## config.mk

```make
export PLATFORM = sky130hd
export DESIGN_NAME = shpi_card_flat
export DESIGN_NICKNAME = d
export VERILOG_FILES = /design/src/shpi_pkg.sv /design/src/shpi_if.sv /design/src/shpi_sync.sv /design/src/shpi_card.sv /design/src/flat_wrapper.sv
export SDC_FILE = /design/constraint.sdc
export NUM_CORES = 1
export LEC_CHECK = 0
export BUFFER_PORTS_ARGS = -buffer_cell sky130_fd_sc_hd__buf_2
export CAP_MARGIN = 10
export CORE_MARGIN = 5
export CORE_UTILIZATION = 40
export DETAILED_ROUTE_END_ITERATION = 10
export REMOVE_ABC_BUFFERS = 1
export SYNTH_ARGS = -nofsm -noshare
export SYNTH_HDL_FRONTEND = slang
export SYNTH_HIERARCHICAL = 1
export SYNTH_SLANG_ARGS = --single-unit
```

## constraint.sdc

```tcl
create_clock -name i_clk -period 3.8 [get_ports i_clk]
set_clock_uncertainty 0.1 [all_clocks]
set_input_delay 0.76 -clock i_clk [delete_from_list [all_inputs] [get_ports i_clk]]
set_output_delay 0.76 -clock i_clk [all_outputs]
set_load 0.01 [all_outputs]
```

## src/shpi_pkg.sv

```systemverilog
// shared constants and types for the storage card host pin interface
package shpi_pkg;
  localparam int ADDR_W       = 11;
  localparam int DATA_W       = 16;
  localparam int TASK_SEL_W   = 3;
  localparam int INIT_CYCLES  = 64;    // internal initialisation length after reset
  localparam int WAIT_CYCLES  = 2;     // cycle-extend length per access
  localparam int HOST_DIV     = 4;     // host strobe phase length in clocks
  localparam logic [7:0] ATTR_RESET  = 8'h00;
  localparam logic [7:0] TASK_RESET  = 8'h00;
  localparam logic [7:0] ALT_STATUS_IDX = 8'h06;
  localparam logic [7:0] INVALID_BYTE   = 8'hff;

  typedef enum logic [1:0] {
    SHPI_MODE_MEM  = 2'b00,
    SHPI_MODE_IO   = 2'b01,
    SHPI_MODE_DISK = 2'b11
  } shpi_mode_t;
endpackage

```

## src/shpi_if.sv

```systemverilog
// pin-level interface between the card and the host socket controller
`timescale 1ns/1ps
interface shpi_if;
  logic [10:0] addr;
  logic [15:0] host_data;
  logic        host_data_oe;
  logic [15:0] card_data;
  logic [1:0]  card_data_oe;
  logic        even_byte_select_n;
  logic        odd_byte_select_n;
  logic        disk_mode_select_n;
  logic        mem_write_strobe_n;
  logic        io_read_strobe_n;
  logic        io_write_strobe_n;
  logic        attr_select_n;
  logic        hw_reset;
  logic        master_slave_select_n;
  logic        ready_busy_n;
  logic        wide_transfer_indicator_n;
  logic        wait_n;
  logic        input_acknowledge_n;
  logic        battery_status_1;
  logic        battery_status_2;
  logic        card_detect_1_n;
  logic        card_detect_2_n;
  logic        voltage_sense_1_n;
  logic        drive_active_slave_present_n;
  logic        drive_active_slave_present_oe;
  logic        passed_diagnostic_n;
  logic        passed_diagnostic_oe;

  modport card (
    input  addr, host_data, host_data_oe, even_byte_select_n, odd_byte_select_n,
           disk_mode_select_n, mem_write_strobe_n, io_read_strobe_n, io_write_strobe_n,
           attr_select_n, hw_reset, master_slave_select_n,
    output card_data, card_data_oe, ready_busy_n, wide_transfer_indicator_n, wait_n,
           input_acknowledge_n, battery_status_1, battery_status_2, card_detect_1_n,
           card_detect_2_n, voltage_sense_1_n, drive_active_slave_present_n,
           drive_active_slave_present_oe, passed_diagnostic_n, passed_diagnostic_oe
  );
  modport host (
    output addr, host_data, host_data_oe, even_byte_select_n, odd_byte_select_n,
           disk_mode_select_n, mem_write_strobe_n, io_read_strobe_n, io_write_strobe_n,
           attr_select_n, hw_reset, master_slave_select_n,
    input  card_data, card_data_oe, ready_busy_n, wide_transfer_indicator_n, wait_n,
           input_acknowledge_n, battery_status_1, battery_status_2, card_detect_1_n,
           card_detect_2_n, voltage_sense_1_n, drive_active_slave_present_n,
           drive_active_slave_present_oe, passed_diagnostic_n, passed_diagnostic_oe
  );
endinterface

```

## src/shpi_sync.sv

```systemverilog
// two-flop synchroniser bank for host pins
`timescale 1ns/1ps
module shpi_sync #(
  parameter int WIDTH = 1,
  parameter logic [WIDTH-1:0] RESET_VAL = '0
) (
  input  wire logic             i_clk,
  input  wire logic             i_resetn,
  input  wire logic [WIDTH-1:0] i_async,
  output logic      [WIDTH-1:0] o_sync
);
  logic [WIDTH-1:0] stage1;

  // first stage feeds only the second stage
  always_ff @(posedge i_clk or negedge i_resetn) begin
    if (!i_resetn) begin
      stage1 <= RESET_VAL;
      o_sync <= RESET_VAL;
    end else begin
      stage1 <= i_async;
      o_sync <= stage1;
    end
  end
endmodule

```

## src/shpi_card.sv

```systemverilog
// card end: decodes host pins, holds task and attribute bytes, drives status pins
//
// Functional notes
// - eleven-bit address, bit 0 ignored for words
// - disk mode uses address bits 0..2 only
// - bit 0 even byte lsb, bit 8 odd
// - even/odd selects gate byte lanes outside disk mode; disk reads use the even lane only
// - disk mode: odd select picks control registers
// - grounded mode select enters disk mode
// - host ties memory write high in disk
// - io strobes ignored until io configured, used in disk mode
// - io mode: request pin low when servicing
// - memory mode: busy low during initialisation
// - disk mode: request pin active-high interrupt
// - memory mode: write protect held low
// - io mode: wide indicator on word task accesses
// - host drives attribute select per space
// - attribute even only, odd bytes invalid
// - battery and audio outputs held high
// - reset clears registers, ready goes high
// - cycle-extend low lengthens access
// - input acknowledge on io reads only
// - grounded select means master in disk
// - voltage sense low, card detects grounded
// - handshake pins in disk mode
`timescale 1ns/1ps
module shpi_card #(
  parameter int INIT_LEN = shpi_pkg::INIT_CYCLES
) (
  input  wire logic i_clk,
  input  wire logic i_resetn,
  shpi_if.card      bus,
  input  wire logic i_io_configure,
  input  wire logic i_service_request,
  input  wire logic i_drive_active,
  input  wire logic i_diag_passed,
  output logic      o_is_master,
  output logic [1:0] o_mode,
  output logic      o_busy
);
  // ----------------------------------------------------------------
  // synchronisation of host controls
  // ----------------------------------------------------------------
  logic [7:0]  ctl_s;
  logic [10:0] addr_s;
  logic [15:0] wdata_s;
  shpi_sync #(.WIDTH(8), .RESET_VAL(8'hff)) u_sync_ctl (
    .i_clk    (i_clk),
    .i_resetn (i_resetn),
    .i_async  ({bus.even_byte_select_n, bus.odd_byte_select_n, bus.disk_mode_select_n,
                bus.mem_write_strobe_n, bus.io_read_strobe_n, bus.io_write_strobe_n,
                bus.attr_select_n, ~bus.hw_reset}),
    .o_sync   (ctl_s)
  );
  shpi_sync #(.WIDTH(27), .RESET_VAL(27'h0)) u_sync_dat (
    .i_clk    (i_clk),
    .i_resetn (i_resetn),
    .i_async  ({bus.addr, bus.host_data}),
    .o_sync   ({addr_s, wdata_s})
  );
  logic even_sel_n, odd_sel_n, mode_n, we_n, io_rd_n, io_wr_n, reg_n, hwrst_n;
  assign {even_sel_n, odd_sel_n, mode_n, we_n, io_rd_n, io_wr_n, reg_n, hwrst_n} = ctl_s;

  // ----------------------------------------------------------------
  // mode, reset and initialisation
  // ----------------------------------------------------------------
  logic       disk, io_cfg, we_q, io_write_strobe_n_q, strobe_prev;
  logic [7:0] init_cnt;
  logic [7:0] attr_mem [0:7];
  logic [7:0] task_mem [0:7];

  // disk mode is latched from the mode select while the host holds reset
  always_ff @(posedge i_clk or negedge i_resetn) begin
    if (!i_resetn) begin
      disk   <= 1'b0;
      io_cfg <= 1'b0;
    end else if (!hwrst_n) begin
      disk   <= ~mode_n;
      io_cfg <= 1'b0;
    end else if (i_io_configure && !disk) begin
      io_cfg <= 1'b1;
    end
  end

  always_ff @(posedge i_clk or negedge i_resetn) begin
    if (!i_resetn) begin
      init_cnt <= 8'h00;
    end else if (!hwrst_n) begin
      init_cnt <= 8'h00;
    end else if (init_cnt != 8'(INIT_LEN)) begin
      init_cnt <= init_cnt + 8'h01;
    end
  end
  logic initialising;
  assign initialising = (init_cnt != 8'(INIT_LEN)) || !hwrst_n;

  // ----------------------------------------------------------------
  // access decode
  // ----------------------------------------------------------------
  logic       io_rd, io_wr, mem_rd, mem_wr, word, odd_only, any_wr, any_rd;
  logic [2:0] idx;
  logic       use_io;
  assign use_io  = io_cfg || disk;
  assign io_rd   = use_io && !io_rd_n;
  assign io_wr   = use_io && !io_wr_n;
  assign mem_rd  = !disk && !mode_n && !initialising;
  assign mem_wr  = !disk && !we_n && !initialising;
  assign word    = !even_sel_n && !odd_sel_n && !disk;
  assign odd_only = even_sel_n && !odd_sel_n;
  // disk: address bits above 2 are held low by the host, odd select reaches control regs
  assign idx = disk ? (odd_only ? 3'(shpi_pkg::ALT_STATUS_IDX) : addr_s[2:0])
                    : {addr_s[3:2], word ? 1'b0 : (odd_only | addr_s[0])};
  assign any_rd  = io_rd || mem_rd;
  assign any_wr  = io_wr || mem_wr;

  // ----------------------------------------------------------------
  // register storage; written once per strobe edge
  // ----------------------------------------------------------------
  always_ff @(posedge i_clk or negedge i_resetn) begin
    if (!i_resetn) begin
      strobe_prev <= 1'b0;
    end else begin
      strobe_prev <= any_wr;
    end
  end

  genvar g;
  generate
    for (g = 0; g < 8; g++) begin : g_regs
      always_ff @(posedge i_clk or negedge i_resetn) begin
        if (!i_resetn) begin
          attr_mem[g] <= shpi_pkg::ATTR_RESET;
          task_mem[g] <= shpi_pkg::TASK_RESET;
        end else if (!hwrst_n) begin
          attr_mem[g] <= shpi_pkg::ATTR_RESET;
          task_mem[g] <= shpi_pkg::TASK_RESET;
        end else if (any_wr && !strobe_prev) begin
          if (!reg_n && mem_wr && !even_sel_n && !addr_s[0] && g == {1'b0, addr_s[3:2]}) begin
            attr_mem[g] <= wdata_s[7:0];
          end else if ((reg_n || io_wr) && g == idx) begin
            task_mem[g] <= (odd_only && !disk) ? wdata_s[15:8] : wdata_s[7:0];
          end else if ((reg_n || io_wr) && word && g == idx + 3'h1) begin
            task_mem[g] <= wdata_s[15:8];
          end
        end
      end
    end
  endgenerate

  // ----------------------------------------------------------------
  // read data and byte-lane enables
  // ----------------------------------------------------------------
  always_ff @(posedge i_clk or negedge i_resetn) begin
    if (!i_resetn) begin
      bus.card_data    <= 16'h0000;
      bus.card_data_oe <= 2'b00;
    end else if (!any_rd || (even_sel_n && odd_sel_n)) begin
      bus.card_data_oe <= 2'b00;
    end else if (!reg_n && mem_rd) begin
      // attribute bytes exist at even addresses only
      bus.card_data <= {shpi_pkg::INVALID_BYTE,
                        addr_s[0] && !word ? shpi_pkg::INVALID_BYTE
                                           : attr_mem[{1'b0, addr_s[3:2]}]};
      bus.card_data_oe <= {!odd_sel_n, !even_sel_n};
    end else if (word) begin
      bus.card_data    <= {task_mem[idx + 3'h1], task_mem[idx]};
      bus.card_data_oe <= 2'b11;
    end else if (odd_only && !disk) begin
      bus.card_data    <= {task_mem[idx], 8'h00};
      bus.card_data_oe <= 2'b10;
    end else begin
      bus.card_data    <= {8'h00, task_mem[idx]};
      bus.card_data_oe <= 2'b01;
    end
  end

  // ----------------------------------------------------------------
  // status pins
  // ----------------------------------------------------------------
  logic [1:0] wait_cnt;
  logic       rd_prev;
  always_ff @(posedge i_clk or negedge i_resetn) begin
    if (!i_resetn) begin
      wait_cnt <= 2'h0;
      rd_prev  <= 1'b0;
    end else begin
      rd_prev  <= any_rd || any_wr;
      if ((any_rd || any_wr) && !rd_prev) begin
        wait_cnt <= 2'(shpi_pkg::WAIT_CYCLES);
      end else if (wait_cnt != 2'h0) begin
        wait_cnt <= wait_cnt - 2'h1;
      end
    end
  end

  always_ff @(posedge i_clk or negedge i_resetn) begin
    if (!i_resetn) begin
      bus.ready_busy_n              <= 1'b0;
      bus.wide_transfer_indicator_n <= 1'b1;
      bus.wait_n                    <= 1'b1;
      bus.input_acknowledge_n       <= 1'b1;
    end else begin
      // one pin: ready/busy, service request or disk interrupt
      if (disk) begin
        bus.ready_busy_n <= i_service_request;
      end else if (io_cfg) begin
        bus.ready_busy_n <= ~i_service_request;
      end else begin
        bus.ready_busy_n <= ~initialising;
      end
      if (disk) begin
        bus.wide_transfer_indicator_n <= !(idx == 3'h0 && !even_sel_n);
      end else if (io_cfg) begin
        bus.wide_transfer_indicator_n <= !(word && (io_rd || io_wr));
      end else begin
        bus.wide_transfer_indicator_n <= 1'b0;
      end
      bus.wait_n <= ((any_rd || any_wr) && !rd_prev) ? 1'b0 : (wait_cnt <= 2'h1);
      bus.input_acknowledge_n <= !(io_cfg && !disk && io_rd
                                   && !(even_sel_n && odd_sel_n));
    end
  end

  // fixed pins and disk handshake; battery lines double as audio and are held high
  always_ff @(posedge i_clk or negedge i_resetn) begin
    if (!i_resetn) begin
      bus.battery_status_1              <= 1'b1;
      bus.battery_status_2              <= 1'b1;
      bus.card_detect_1_n               <= 1'b0;
      bus.card_detect_2_n               <= 1'b0;
      bus.voltage_sense_1_n             <= 1'b0;
      bus.drive_active_slave_present_n  <= 1'b1;
      bus.drive_active_slave_present_oe <= 1'b0;
      bus.passed_diagnostic_n           <= 1'b1;
      bus.passed_diagnostic_oe          <= 1'b0;
      o_is_master                       <= 1'b0;
      o_mode                            <= 2'b00;
      o_busy                            <= 1'b1;
    end else begin
      bus.battery_status_1  <= 1'b1;
      bus.battery_status_2  <= 1'b1;
      bus.card_detect_1_n   <= 1'b0;
      bus.card_detect_2_n   <= 1'b0;
      bus.voltage_sense_1_n <= 1'b0;
      o_is_master <= disk && !bus.master_slave_select_n;
      // slave announces itself, master or slave reports activity
      bus.drive_active_slave_present_n  <= ~i_drive_active;
      bus.drive_active_slave_present_oe <= disk && i_drive_active;
      bus.passed_diagnostic_n           <= ~i_diag_passed;
      bus.passed_diagnostic_oe          <= disk && !o_is_master && i_diag_passed;
      o_mode <= disk ? shpi_pkg::SHPI_MODE_DISK
                     : (io_cfg ? shpi_pkg::SHPI_MODE_IO : shpi_pkg::SHPI_MODE_MEM);
      o_busy <= initialising;
    end
  end
endmodule

```

## src/flat_wrapper.sv

```systemverilog
// flat-port wrapper written by rule: the top's interface ports become plain ports
module shpi_card_flat 
#(
  parameter int INIT_LEN = shpi_pkg::INIT_CYCLES
)
  (i_clk, i_resetn, i_io_configure, i_service_request, i_drive_active, i_diag_passed, o_is_master, o_mode, o_busy, bus_addr, bus_host_data, bus_host_data_oe, bus_even_byte_select_n, bus_odd_byte_select_n, bus_disk_mode_select_n, bus_mem_write_strobe_n, bus_io_read_strobe_n, bus_io_write_strobe_n, bus_attr_select_n, bus_hw_reset, bus_master_slave_select_n, bus_card_data, bus_card_data_oe, bus_ready_busy_n, bus_wide_transfer_indicator_n, bus_wait_n, bus_input_acknowledge_n, bus_battery_status_1, bus_battery_status_2, bus_card_detect_1_n, bus_card_detect_2_n, bus_voltage_sense_1_n, bus_drive_active_slave_present_n, bus_drive_active_slave_present_oe, bus_passed_diagnostic_n, bus_passed_diagnostic_oe);
  shpi_if bus_i ();
  input  wire logic i_clk;
  input  wire logic i_resetn;
  input  wire logic i_io_configure;
  input  wire logic i_service_request;
  input  wire logic i_drive_active;
  input  wire logic i_diag_passed;
  output logic o_is_master;
  output logic [1:0] o_mode;
  output logic o_busy;
  input wire logic [$bits(bus_i.addr)-1:0] bus_addr;
  input wire logic [$bits(bus_i.host_data)-1:0] bus_host_data;
  input wire logic [$bits(bus_i.host_data_oe)-1:0] bus_host_data_oe;
  input wire logic [$bits(bus_i.even_byte_select_n)-1:0] bus_even_byte_select_n;
  input wire logic [$bits(bus_i.odd_byte_select_n)-1:0] bus_odd_byte_select_n;
  input wire logic [$bits(bus_i.disk_mode_select_n)-1:0] bus_disk_mode_select_n;
  input wire logic [$bits(bus_i.mem_write_strobe_n)-1:0] bus_mem_write_strobe_n;
  input wire logic [$bits(bus_i.io_read_strobe_n)-1:0] bus_io_read_strobe_n;
  input wire logic [$bits(bus_i.io_write_strobe_n)-1:0] bus_io_write_strobe_n;
  input wire logic [$bits(bus_i.attr_select_n)-1:0] bus_attr_select_n;
  input wire logic [$bits(bus_i.hw_reset)-1:0] bus_hw_reset;
  input wire logic [$bits(bus_i.master_slave_select_n)-1:0] bus_master_slave_select_n;
  output wire logic [$bits(bus_i.card_data)-1:0] bus_card_data;
  output wire logic [$bits(bus_i.card_data_oe)-1:0] bus_card_data_oe;
  output wire logic [$bits(bus_i.ready_busy_n)-1:0] bus_ready_busy_n;
  output wire logic [$bits(bus_i.wide_transfer_indicator_n)-1:0] bus_wide_transfer_indicator_n;
  output wire logic [$bits(bus_i.wait_n)-1:0] bus_wait_n;
  output wire logic [$bits(bus_i.input_acknowledge_n)-1:0] bus_input_acknowledge_n;
  output wire logic [$bits(bus_i.battery_status_1)-1:0] bus_battery_status_1;
  output wire logic [$bits(bus_i.battery_status_2)-1:0] bus_battery_status_2;
  output wire logic [$bits(bus_i.card_detect_1_n)-1:0] bus_card_detect_1_n;
  output wire logic [$bits(bus_i.card_detect_2_n)-1:0] bus_card_detect_2_n;
  output wire logic [$bits(bus_i.voltage_sense_1_n)-1:0] bus_voltage_sense_1_n;
  output wire logic [$bits(bus_i.drive_active_slave_present_n)-1:0] bus_drive_active_slave_present_n;
  output wire logic [$bits(bus_i.drive_active_slave_present_oe)-1:0] bus_drive_active_slave_present_oe;
  output wire logic [$bits(bus_i.passed_diagnostic_n)-1:0] bus_passed_diagnostic_n;
  output wire logic [$bits(bus_i.passed_diagnostic_oe)-1:0] bus_passed_diagnostic_oe;
  assign bus_i.addr = bus_addr;
  assign bus_i.host_data = bus_host_data;
  assign bus_i.host_data_oe = bus_host_data_oe;
  assign bus_i.even_byte_select_n = bus_even_byte_select_n;
  assign bus_i.odd_byte_select_n = bus_odd_byte_select_n;
  assign bus_i.disk_mode_select_n = bus_disk_mode_select_n;
  assign bus_i.mem_write_strobe_n = bus_mem_write_strobe_n;
  assign bus_i.io_read_strobe_n = bus_io_read_strobe_n;
  assign bus_i.io_write_strobe_n = bus_io_write_strobe_n;
  assign bus_i.attr_select_n = bus_attr_select_n;
  assign bus_i.hw_reset = bus_hw_reset;
  assign bus_i.master_slave_select_n = bus_master_slave_select_n;
  assign bus_card_data = bus_i.card_data;
  assign bus_card_data_oe = bus_i.card_data_oe;
  assign bus_ready_busy_n = bus_i.ready_busy_n;
  assign bus_wide_transfer_indicator_n = bus_i.wide_transfer_indicator_n;
  assign bus_wait_n = bus_i.wait_n;
  assign bus_input_acknowledge_n = bus_i.input_acknowledge_n;
  assign bus_battery_status_1 = bus_i.battery_status_1;
  assign bus_battery_status_2 = bus_i.battery_status_2;
  assign bus_card_detect_1_n = bus_i.card_detect_1_n;
  assign bus_card_detect_2_n = bus_i.card_detect_2_n;
  assign bus_voltage_sense_1_n = bus_i.voltage_sense_1_n;
  assign bus_drive_active_slave_present_n = bus_i.drive_active_slave_present_n;
  assign bus_drive_active_slave_present_oe = bus_i.drive_active_slave_present_oe;
  assign bus_passed_diagnostic_n = bus_i.passed_diagnostic_n;
  assign bus_passed_diagnostic_oe = bus_i.passed_diagnostic_oe;
  shpi_card #(.INIT_LEN(INIT_LEN)) u_core (.i_clk(i_clk), .i_resetn(i_resetn), .bus(bus_i), .i_io_configure(i_io_configure), .i_service_request(i_service_request), .i_drive_active(i_drive_active), .i_diag_passed(i_diag_passed), .o_is_master(o_is_master), .o_mode(o_mode), .o_busy(o_busy));
endmodule
```

==> out/summary.json, run 1 <==
{
  "finish.net_count": {"value": 1072},
  "netlist_area": {"value": 9769, "unit": "um2"},
  "cp-start-kind": {"value": "register"},
  "core-area": {"value": 24180, "unit": "um2"},
  "post-route-worst-setup-slack": {"value": 0.4556, "unit": "ns"},
  "drt_pre_antenna_iters": {"value": 5},
  "irDropWorstVdd": {"value": 0.2381, "unit": "mV"},
  "dieArea": {"value": 27650, "unit": "um2"},
  "worstPathArrival": {"value": 3.62, "unit": "ns"},
  "grt_start_max_net_pins": {"value": 87},
  "finalWirelength": {"value": 27110, "unit": "um"},
  "cts_hold_buffers": {"value": 0},
  "grt_pass1_vias": {"value": 7479},
  "vias_post_dr": {"value": 7715},
  "core.rowCount": {"value": 57},
  "period_share": {"value": 88.01, "unit": "%"},
  "cts.repair_timing.setup_buffer_count": {"value": 0},
  "pin_count": {"value": 78},
  "p_leak": {"value": 4.916, "unit": "nW"},
  "grt_first_pass_wirelength": {"value": 43920, "unit": "um"},
  "hold_start": {"value": "u_core/u_sync_dat/stage1[12]"},
  "critical_path.startpoint": {"value": "u_core/u_sync_ctl/o_sync[7]"},
  "floorplan.initialDensity": {"value": 40.41, "unit": "%"},
  "rsz0062_at_grt": {"value": "no"},
  "crit_chain": {"value": "nor2b_2 > nor3b_2 > or2_2 > ha_1 > clkinv_1 > o211a_1 > a21boi_0 > o211ai_2 > nor2_1 > a22o_1"},
  "worstHoldPathType": {"value": "reg2reg"},
  "gr-total-overflow": {"value": 0},
  "most_common_cell_after_layout_fill_and_taps_aside": {"value": "sky130_fd_sc_hd__dfrtp_1"},
  "portion_of_total_power_attributed_to_combinational_logic": {"value": 13.8, "unit": "%"},
  "final.setup.tns": {"value": 0, "unit": "ns"},
  "fmax": {"value": 299.0, "unit": "MHz"},
  "synth_warn": {"value": 6},
  "layout.cells.most_common_list": {"value": "sky130_fd_sc_hd__dfrtp_1 (174), sky130_fd_sc_hd__o21ai_0 (115), sky130_fd_sc_hd__nand2_1 (108), sky130_fd_sc_hd__buf_2 (63), sky130_fd_sc_hd__nor2_1 (63)"},
  "run_status": {"value": "finished clean"},
  "p_int": {"value": 0.003422, "unit": "W"},
  "drt_iter0_markers": {"value": 867},
  "post-route-drc-count": {"value": 0},
  "post-place-ws": {"value": 0.4723, "unit": "ns"},
  "critPathMaxFanout": {"value": 10},
  "vias_per_cell": {"value": 5.673},
  "cts_made_buffers": {"value": 17},
  "cts.path.max_buffers": {"value": 2},
  "cts.htree.levels": {"value": 4},
  "p_sw_share": {"value": 30.41, "unit": "%"},
  "worst_path_max_delay_cell": {"value": "sky130_fd_sc_hd__dfstp_2"},
  "syn-mean-instance-area": {"value": 10.01, "unit": "um2"},
  "timing_max_transition_violations_final": {"value": 0},
  "layout.cells.non_filler": {"value": 1360},
  "timing.final.crit_period": {"value": 3.344, "unit": "ns"},
  "synthToLayoutAreaGrowth": {"value": 13.38, "unit": "%"},
  "clock_power_share": {"value": 39.4, "unit": "%"},
  "critical_path.reg2reg.startpoint": {"value": "u_core/u_sync_ctl/o_sync[7]"},
  "worstSkewPairLatency": {"value": 0.44, "unit": "ns"},
  "required": {"value": 4.08, "unit": "ns"},
  "cts_sinks": {"value": 196},
  "cts.reportedPaths.clkPinSlew": {"value": 0.08, "unit": "ns"},
  "placement.io_buffers": {"value": 64},
  "worst_slew_margin_rel": {"value": 45.71, "unit": "%"},
  "timing.final.setup_violations": {"value": 0},
  "avgRoutedWirePerCell": {"value": 19.94, "unit": "um"},
  "holdWs": {"value": 0.2508, "unit": "ns"},
  "worstMarginPinSlew": {"value": 0.8113, "unit": "ns"},
  "seq_power_share": {"value": 46.8, "unit": "%"},
  "power.density": {"value": 443.9, "unit": "nW/um2"},
  "p_sw": {"value": 0.001495, "unit": "W"},
  "final_antenna_net_count": {"value": 0},
  "grt_antenna_before_repair": {"value": 0},
  "max_stage_delay": {"value": 0.66, "unit": "ns"},
  "timing.critical_path.to_type": {"value": "register"},
  "die_width": {"value": 166.3, "unit": "um"},
  "syn_inst": {"value": 976},
  "post_cts_resized": {"value": 0},
  "max_cap_viol_count": {"value": 0},
  "die_height": {"value": 166.3, "unit": "um"},
  "numPlacedInstances": {"value": 1328},
  "root_buffer": {"value": "sky130_fd_sc_hd__clkbuf_16"},
  "antennaDiodeCount": {"value": 0},
  "final_hold_viol_count": {"value": 0},
  "overall_track_demand_over_capacity_in_global_routing": {"value": 19.84, "unit": "%"},
  "place_congestion": {"value": 0.8890},
  "detailed_place_hpwl": {"value": 18720, "unit": "um"},
  "cts_tree": {"value": "yes"},
  "drive_gt1_share": {"value": 19.11, "unit": "%"},
  "worst-setup-path-type": {"value": "reg2reg"}
}
==> through the flow <==
stage	util, %	area [um2]	total power, W
2_1_floorplan	-	9442	0.002700
3_3_place_gp	43.19	10440	0.003007
3_5_place_dp	43.19	10440	0.003022
4_1_cts	45.82	11080	0.004969
5_1_grt	45.82	11080	0.005140
6_report	45.82	11080	0.004917
==> cell type report <==
class,count,area [um2]
Clock inverter,15,210.2
Timing Repair Buffer,97,589.3
Tap cell,324,405.4
Fill cell,2278,13100
Inverter,25,93.84
Multi-Input combinational cell,686,4420
Sequential cell,196,4932
Clock buffer,17,425.4
==> flip-flops by register name (all words and copies together) (netlist names), 2 cells and up <==
| name | flops |
|---|---|
| u_core/attr_mem | 32 |
| u_core/bus.card_data | 16 |
| u_core/bus.card_data_oe | 2 |
| u_core/init_cnt | 8 |
| u_core/o_mode | 2 |
| u_core/task_mem | 64 |
| u_core/u_sync_ctl/o_sync | 8 |
| u_core/u_sync_ctl/stage1 | 8 |
| u_core/u_sync_dat/o_sync | 20 |
| u_core/u_sync_dat/stage1 | 20 |
| u_core/wait_cnt | 2 |
==> path summary, 6_finish.rpt <==
path | depth (start not counted) | end | slack [ns]
worst max-delay path | 10 | u_core/task_mem[35] | 0.46
worst min-delay path | 0 | u_core/u_sync_dat/o_sync[12] | 0.25
worst max register to register | 10 | u_core/task_mem[35] | 0.46
worst min register to register | 0 | u_core/u_sync_dat/o_sync[12] | 0.25
max in group asynchronous | 2 | u_core/bus.card_data[10] | 2.51
min in group asynchronous | 1 | u_core/init_cnt[4] | 0.26
==> critical path, delay by kind of cell (launching register included) <==
kind / cells / cell delay, ns
DFF: 1 / 0.66
AOI/OAI and AO/OA: 4 / 0.90
adders and majority gates: 1 / 0.37
buffers and inverters: 1 / 0.07
and+or+nand+nor: 4 / 1.20
==> layer usage <==
layer / up-vias / GRT usage, % / routed length, um
li1: 3601 / - / -
met1: 3733 / 28.91 / 12110
met2: 345 / 30.40 / 12450
met3: 36 / 4.166 / 2118
met4: 0 / 5.087 / 443
met5: - / 0 / 0
==> power groups by stage <==
| stage | combinational (W) | clock (W) | sequential, W |
|---|---|---|---|
| after CTS | 0.000680 | 0.00199 | 0.00230 |
| final | 0.000678 | 0.00194 | 0.00230 |
| after detailed placement | 0.000678 | 0 | 0.00234 |
| after global placement | 0.000668 | 0 | 0.00234 |
| after global routing | 0.000745 | 0.00207 | 0.00232 |
| after floorplan | 0.000342 | 0 | 0.00236 |
Power figures use the tool's default switching activity.
==> inputs of run 2 (changes only) <==
- SYNTH_HIERARCHICAL: 1 -> not set
==> run 2 against run 1 <==
  * Flip-flop and latch count stayed put
  * Hold slack worse by 0.0027 ns
  * Worst setup slack worse by 0.11 ns
  * Utilization is 0.10 points higher
  * Sequential power hardly changed
  * Area after synthesis is 4.2% lower
  * Register-to-register slack worse by 0.11 ns
==> out/summary.json, run 2 <==
{
  "rsz0062_at_grt": {"value": "no"},
  "antennaDiodeCount": {"value": 0, "change": "unchanged"},
  "worstMarginPinSlew": {"value": 0.8347, "unit": "ns", "change": "+0.02338 ns"},
  "timing.reg2reg.worst_path_depth": {"value": 12, "change": "+2"},
  "synth-edff-count": {"value": 0},
  "detailed_place_hpwl": {"value": 17380, "unit": "um", "change": "-7.2%"},
  "final_antenna_net_count": {"value": 0, "change": "unchanged"},
  "grt_first_pass_wirelength": {"value": 39410, "unit": "um", "change": "-10%"},
  "die_height": {"value": 163.0, "unit": "um", "change": "-2.0%"},
  "timing_max_transition_violations_final": {"value": 0, "change": "unchanged"},
  "floorplan.initialDensity": {"value": 40.24, "unit": "%", "change": "-0.17 points"},
  "yosys.area.top_type_share": {"value": 46.52, "unit": "%"},
  "synth.distinct_cells": {"value": 63},
  "netlist_area": {"value": 9360, "unit": "um2", "change": "-4.2%"},
  "drt_iter0_markers": {"value": 702, "change": "-19%"},
  "vias_post_dr": {"value": 6960, "change": "-9.8%"},
  "share_of_the_yosys_chip_area_belonging_to_registers": {"value": 52.69, "unit": "%"},
  "dieArea": {"value": 26560, "unit": "um2", "change": "-3.9%"},
  "portion_of_total_power_attributed_to_combinational_logic": {"value": 13.7, "unit": "%", "change": "about the same"},
  "syn-mean-instance-area": {"value": 10.32, "unit": "um2", "change": "+3.1%"},
  "timing.final.crit_period": {"value": 3.452, "unit": "ns", "change": "+0.1077 ns"},
  "final_hold_viol_count": {"value": 0, "change": "unchanged"},
  "power.density": {"value": 447.1, "unit": "nW/um2", "change": "+0.73%"},
  "synth_warn": {"value": 0, "change": "-6"},
  "whs_path_depth": {"value": 0, "change": "unchanged"},
  "crit-reg2reg-capture": {"value": "u_core.task_mem[46]"},
  "post-route-drc-count": {"value": 0, "change": "unchanged"},
  "fmax": {"value": 289.7, "unit": "MHz", "change": "-3.1%"},
  "cts_sinks": {"value": 196, "change": "unchanged"},
  "cp-start-kind": {"value": "register"},
  "run_status": {"value": "finished clean"},
  "cts_hold_buffers": {"value": 0, "change": "unchanged"},
  "core.rowCount": {"value": 56, "change": "-1.8%"},
  "worst-setup-path-type": {"value": "reg2reg"},
  "cts.path.max_buffers": {"value": 2, "change": "unchanged"},
  "synth_seq_cells": {"value": 196},
  "dominantRegCellSynth": {"value": "sky130_fd_sc_hd__dfrtp_1"},
  "hold_start": {"value": "u_core.u_sync_dat.stage1[5]"},
  "pin_count": {"value": 78, "change": "unchanged"},
  "synth_top_cells_by_count": {"value": "sky130_fd_sc_hd__dfrtp_1 (174), sky130_fd_sc_hd__nor2_1 (130), sky130_fd_sc_hd__nand2_1 (98), sky130_fd_sc_hd__a21oi_1 (95), sky130_fd_sc_hd__o21ai_1 (56)"},
  "cts.htree.levels": {"value": 4, "change": "unchanged"},
  "finalWirelength": {"value": 24190, "unit": "um", "change": "-11%"},
  "period_share": {"value": 90.84, "unit": "%", "change": "+2.8 points"},
  "root_buffer": {"value": "sky130_fd_sc_hd__clkbuf_16"},
  "registers.top_by_ff_count": {"value": "u_core.task_mem"},
  "cts_made_buffers": {"value": 17, "change": "unchanged"},
  "critical_path.reg2reg.startpoint": {"value": "u_core.u_sync_ctl.o_sync[7]"},
  "post-place-ws": {"value": 0.3564, "unit": "ns", "change": "-0.1159 ns"},
  "worstHoldPathType": {"value": "reg2reg"},
  "largest_register_ffs": {"value": 64, "change": "unchanged"},
  "grt_start_max_net_pins": {"value": 94, "change": "+8.0%"},
  "vias_per_cell": {"value": 5.370, "change": "-5.3%"},
  "required": {"value": 4.00, "unit": "ns", "change": "-0.08 ns"},
  "place_congestion": {"value": 0.8979, "change": "+1.0%"},
  "yosys.cell_count.top_type": {"value": "sky130_fd_sc_hd__dfrtp_1"},
  "biggestRegsByFlops": {"value": "u_core.task_mem: 64 flops, u_core.attr_mem: 32 flops"},
  "clock_power_share": {"value": 38.4, "unit": "%", "change": "-1.0 points"},
  "grt_pass1_vias": {"value": 6868, "change": "-8.2%"},
  "most_common_cell_after_layout_fill_and_taps_aside": {"value": "sky130_fd_sc_hd__dfrtp_1"},
  "whs_endpoint": {"value": "u_core.u_sync_dat.o_sync[5]"},
  "cts.reportedPaths.clkPinSlew": {"value": 0.07, "unit": "ns", "change": "about the same"},
  "cts.repair_timing.setup_buffer_count": {"value": 0, "change": "unchanged"},
  "overall_track_demand_over_capacity_in_global_routing": {"value": 18.95, "unit": "%", "change": "-0.89 points"},
  "postSynth.asyncResetShare": {"value": 100.0, "unit": "%"},
  "utilization": {"value": 45.92, "unit": "%", "change": "+0.10 points"},
  "critical_path.startpoint": {"value": "u_core.u_sync_ctl.o_sync[7]"},
  "layout.cells.most_common_list": {"value": "sky130_fd_sc_hd__dfrtp_1 (174), sky130_fd_sc_hd__nor2_1 (130), sky130_fd_sc_hd__nand2_1 (98), sky130_fd_sc_hd__a21oi_1 (94), sky130_fd_sc_hd__buf_2 (63)"},
  "critPathMaxFanout": {"value": 8, "change": "-2"},
  "synth_area_leader_cell": {"value": "sky130_fd_sc_hd__dfrtp_1"},
  "p_sw_share": {"value": 27.09, "unit": "%", "change": "-3.3 points"},
  "timing.critical_path.to_type": {"value": "register"},
  "irDropWorstVdd": {"value": 0.2696, "unit": "mV", "change": "+13%"},
  "synthToLayoutAreaGrowth": {"value": 14.12, "unit": "%"},
  "netlist_top_cells_area": {"value": "sky130_fd_sc_hd__dfrtp_1 (47%), sky130_fd_sc_hd__dfstp_2 (6.2%), sky130_fd_sc_hd__mux2i_1 (5.9%)"},
  "worstSkewPairLatency": {"value": 0.42, "unit": "ns", "change": "-0.02 ns"},
  "finish.net_count": {"value": 1018, "change": "-5.0%"},
  "placement.io_buffers": {"value": 64, "change": "unchanged"},
  "p_int": {"value": 0.003482, "unit": "W", "change": "+1.8%"},
  "post_cts_resized": {"value": 0, "change": "unchanged"},
  "cts_tree": {"value": "yes"},
  "final_cell_area": {"value": 10680, "unit": "um2", "change": "-3.6%"},
  "worstPathArrival": {"value": 3.65, "unit": "ns", "change": "+0.03 ns"},
  "drive_gt1_share": {"value": 19.34, "unit": "%", "change": "+0.23 points"},
  "max_cap_viol_count": {"value": 0, "change": "unchanged"},
  "avgRoutedWirePerCell": {"value": 18.66, "unit": "um", "change": "-6.4%"},
  "timing.final.setup_violations": {"value": 0, "change": "unchanged"},
  "die_width": {"value": 163.0, "unit": "um", "change": "-2.0%"},
  "p_leak": {"value": 4.757, "unit": "nW", "change": "-3.2%"},
  "seq_power_share": {"value": 47.8, "unit": "%", "change": "+1.0 points"},
  "post-route-worst-setup-slack": {"value": 0.3479, "unit": "ns", "change": "-0.1077 ns"},
  "core-area": {"value": 23260, "unit": "um2", "change": "-3.8%"},
  "p_sw": {"value": 0.001294, "unit": "W", "change": "-13%"},
  "final.setup.tns": {"value": 0, "unit": "ns", "change": "unchanged"},
  "worst_slew_margin_rel": {"value": 42.76, "unit": "%", "change": "-3.0 points"},
  "grt_antenna_before_repair": {"value": 0, "change": "unchanged"},
  "drt_pre_antenna_iters": {"value": 5, "change": "unchanged"},
  "gr-total-overflow": {"value": 0, "change": "unchanged"},
  "syn_inst": {"value": 907, "change": "-7.1%"},
  "placedInstanceArea": {"value": 10080, "unit": "um2", "change": "-3.4%"},
  "worst-r2r-setup-slack": {"value": 0.35, "unit": "ns", "change": "-0.11 ns"}
}
## run 2: how the worst max path moves through the flow
stage | end | slack [ns] | cells past startpoint
floorplan | u_core.task_mem[61] | -1.06 | 12
global placement | u_core.task_mem[41] | 0.45 | 12
detailed placement | u_core.task_mem[46] | 0.36 | 12
CTS | u_core.task_mem[46] | 0.35 | 12
global route | u_core.task_mem[40] | 0.05 | 12
finish | u_core.task_mem[46] | 0.35 | 12
## run 2: routing by layer
metal | vias up | global-route usage [%] | share of wire [%]
li1 | 3302 | - | -
met1 | 3398 | 28.07 | 48
met2 | 241 | 28.51 | 45
met3 | 19 | 3.442 | 6.0
met4 | 0 | 5.719 | 1.7
met5 | - | 0 | 0
## run 2: final cells by class
| type | instances | area, um2 |
|---|---|---|
| clock buffer | 23 | 478.0 |
| fill | 2219 | 12580 |
| inverter | 19 | 71.32 |
| multi-input combinational | 636 | 4103 |
| timing repair buffer | 94 | 579.3 |
| sequential | 196 | 4932 |
| tap | 319 | 399.1 |
| clock inverter | 9 | 118.9 |
## run 2: worst max-delay path: stages (launching register included)
cell and delay [ns]:
sky130_fd_sc_hd__dfstp_2 0.63, sky130_fd_sc_hd__nor2b_1 0.09, sky130_fd_sc_hd__o21ai_1 0.15, sky130_fd_sc_hd__and2_1 0.18, sky130_fd_sc_hd__inv_2 0.05, sky130_fd_sc_hd__ha_1 0.22, sky130_fd_sc_hd__ha_1 0.29, sky130_fd_sc_hd__nor4_1 0.51
sky130_fd_sc_hd__a22oi_1 0.26, sky130_fd_sc_hd__a2111oi_4 0.48, sky130_fd_sc_hd__nor2_1 0.21, sky130_fd_sc_hd__nand2_1 0.10, sky130_fd_sc_hd__o21ai_1 0.07
## run 2: per-stage QoR
| stage | instances | power [W] | hold WS, ns |
|---|---|---|---|
| floorplan | 851 | 0.002700 | 0.2312 |
| global placement | 1264 | 0.002970 | 0.2332 |
| detailed placement | 1264 | 0.002984 | 0.2347 |
| CTS | 1296 | 0.004827 | 0.2501 |
| global route | 1296 | 0.005011 | 0.2537 |
| finish | 1296 | 0.004776 | 0.2480 |
## run 2: power groups by stage
stage	combinational, W	clock (W)	sequential (W)
2_1_floorplan	0.000369	0	0.00233
3_3_place_gp	0.000648	0	0.00232
3_5_place_dp	0.000659	0	0.00232
4_1_cts	0.000662	0.00188	0.00229
5_1_grt	0.000731	0.00198	0.00230
6_report	0.000656	0.00183	0.00229
## run 2: kinds of logic (layout without fill, tap and decap cells)
group / after synthesis / in the layout / share of synthesized area, %
other: 2 / 5 / 0.08023
adder cells (fa/ha/maj): 11 / 11 / 1.470
flip-flops: 196 / 196 / 52.69
AND/OR/NAND/NOR: 304 / 304 / 14.42
XOR/XNOR: 7 / 7 / 0.6550
multiplexers: 84 / 84 / 12.02
AO/OA/AOI/OAI: 225 / 225 / 15.02
buffers and inverters: 78 / 145 / 3.636
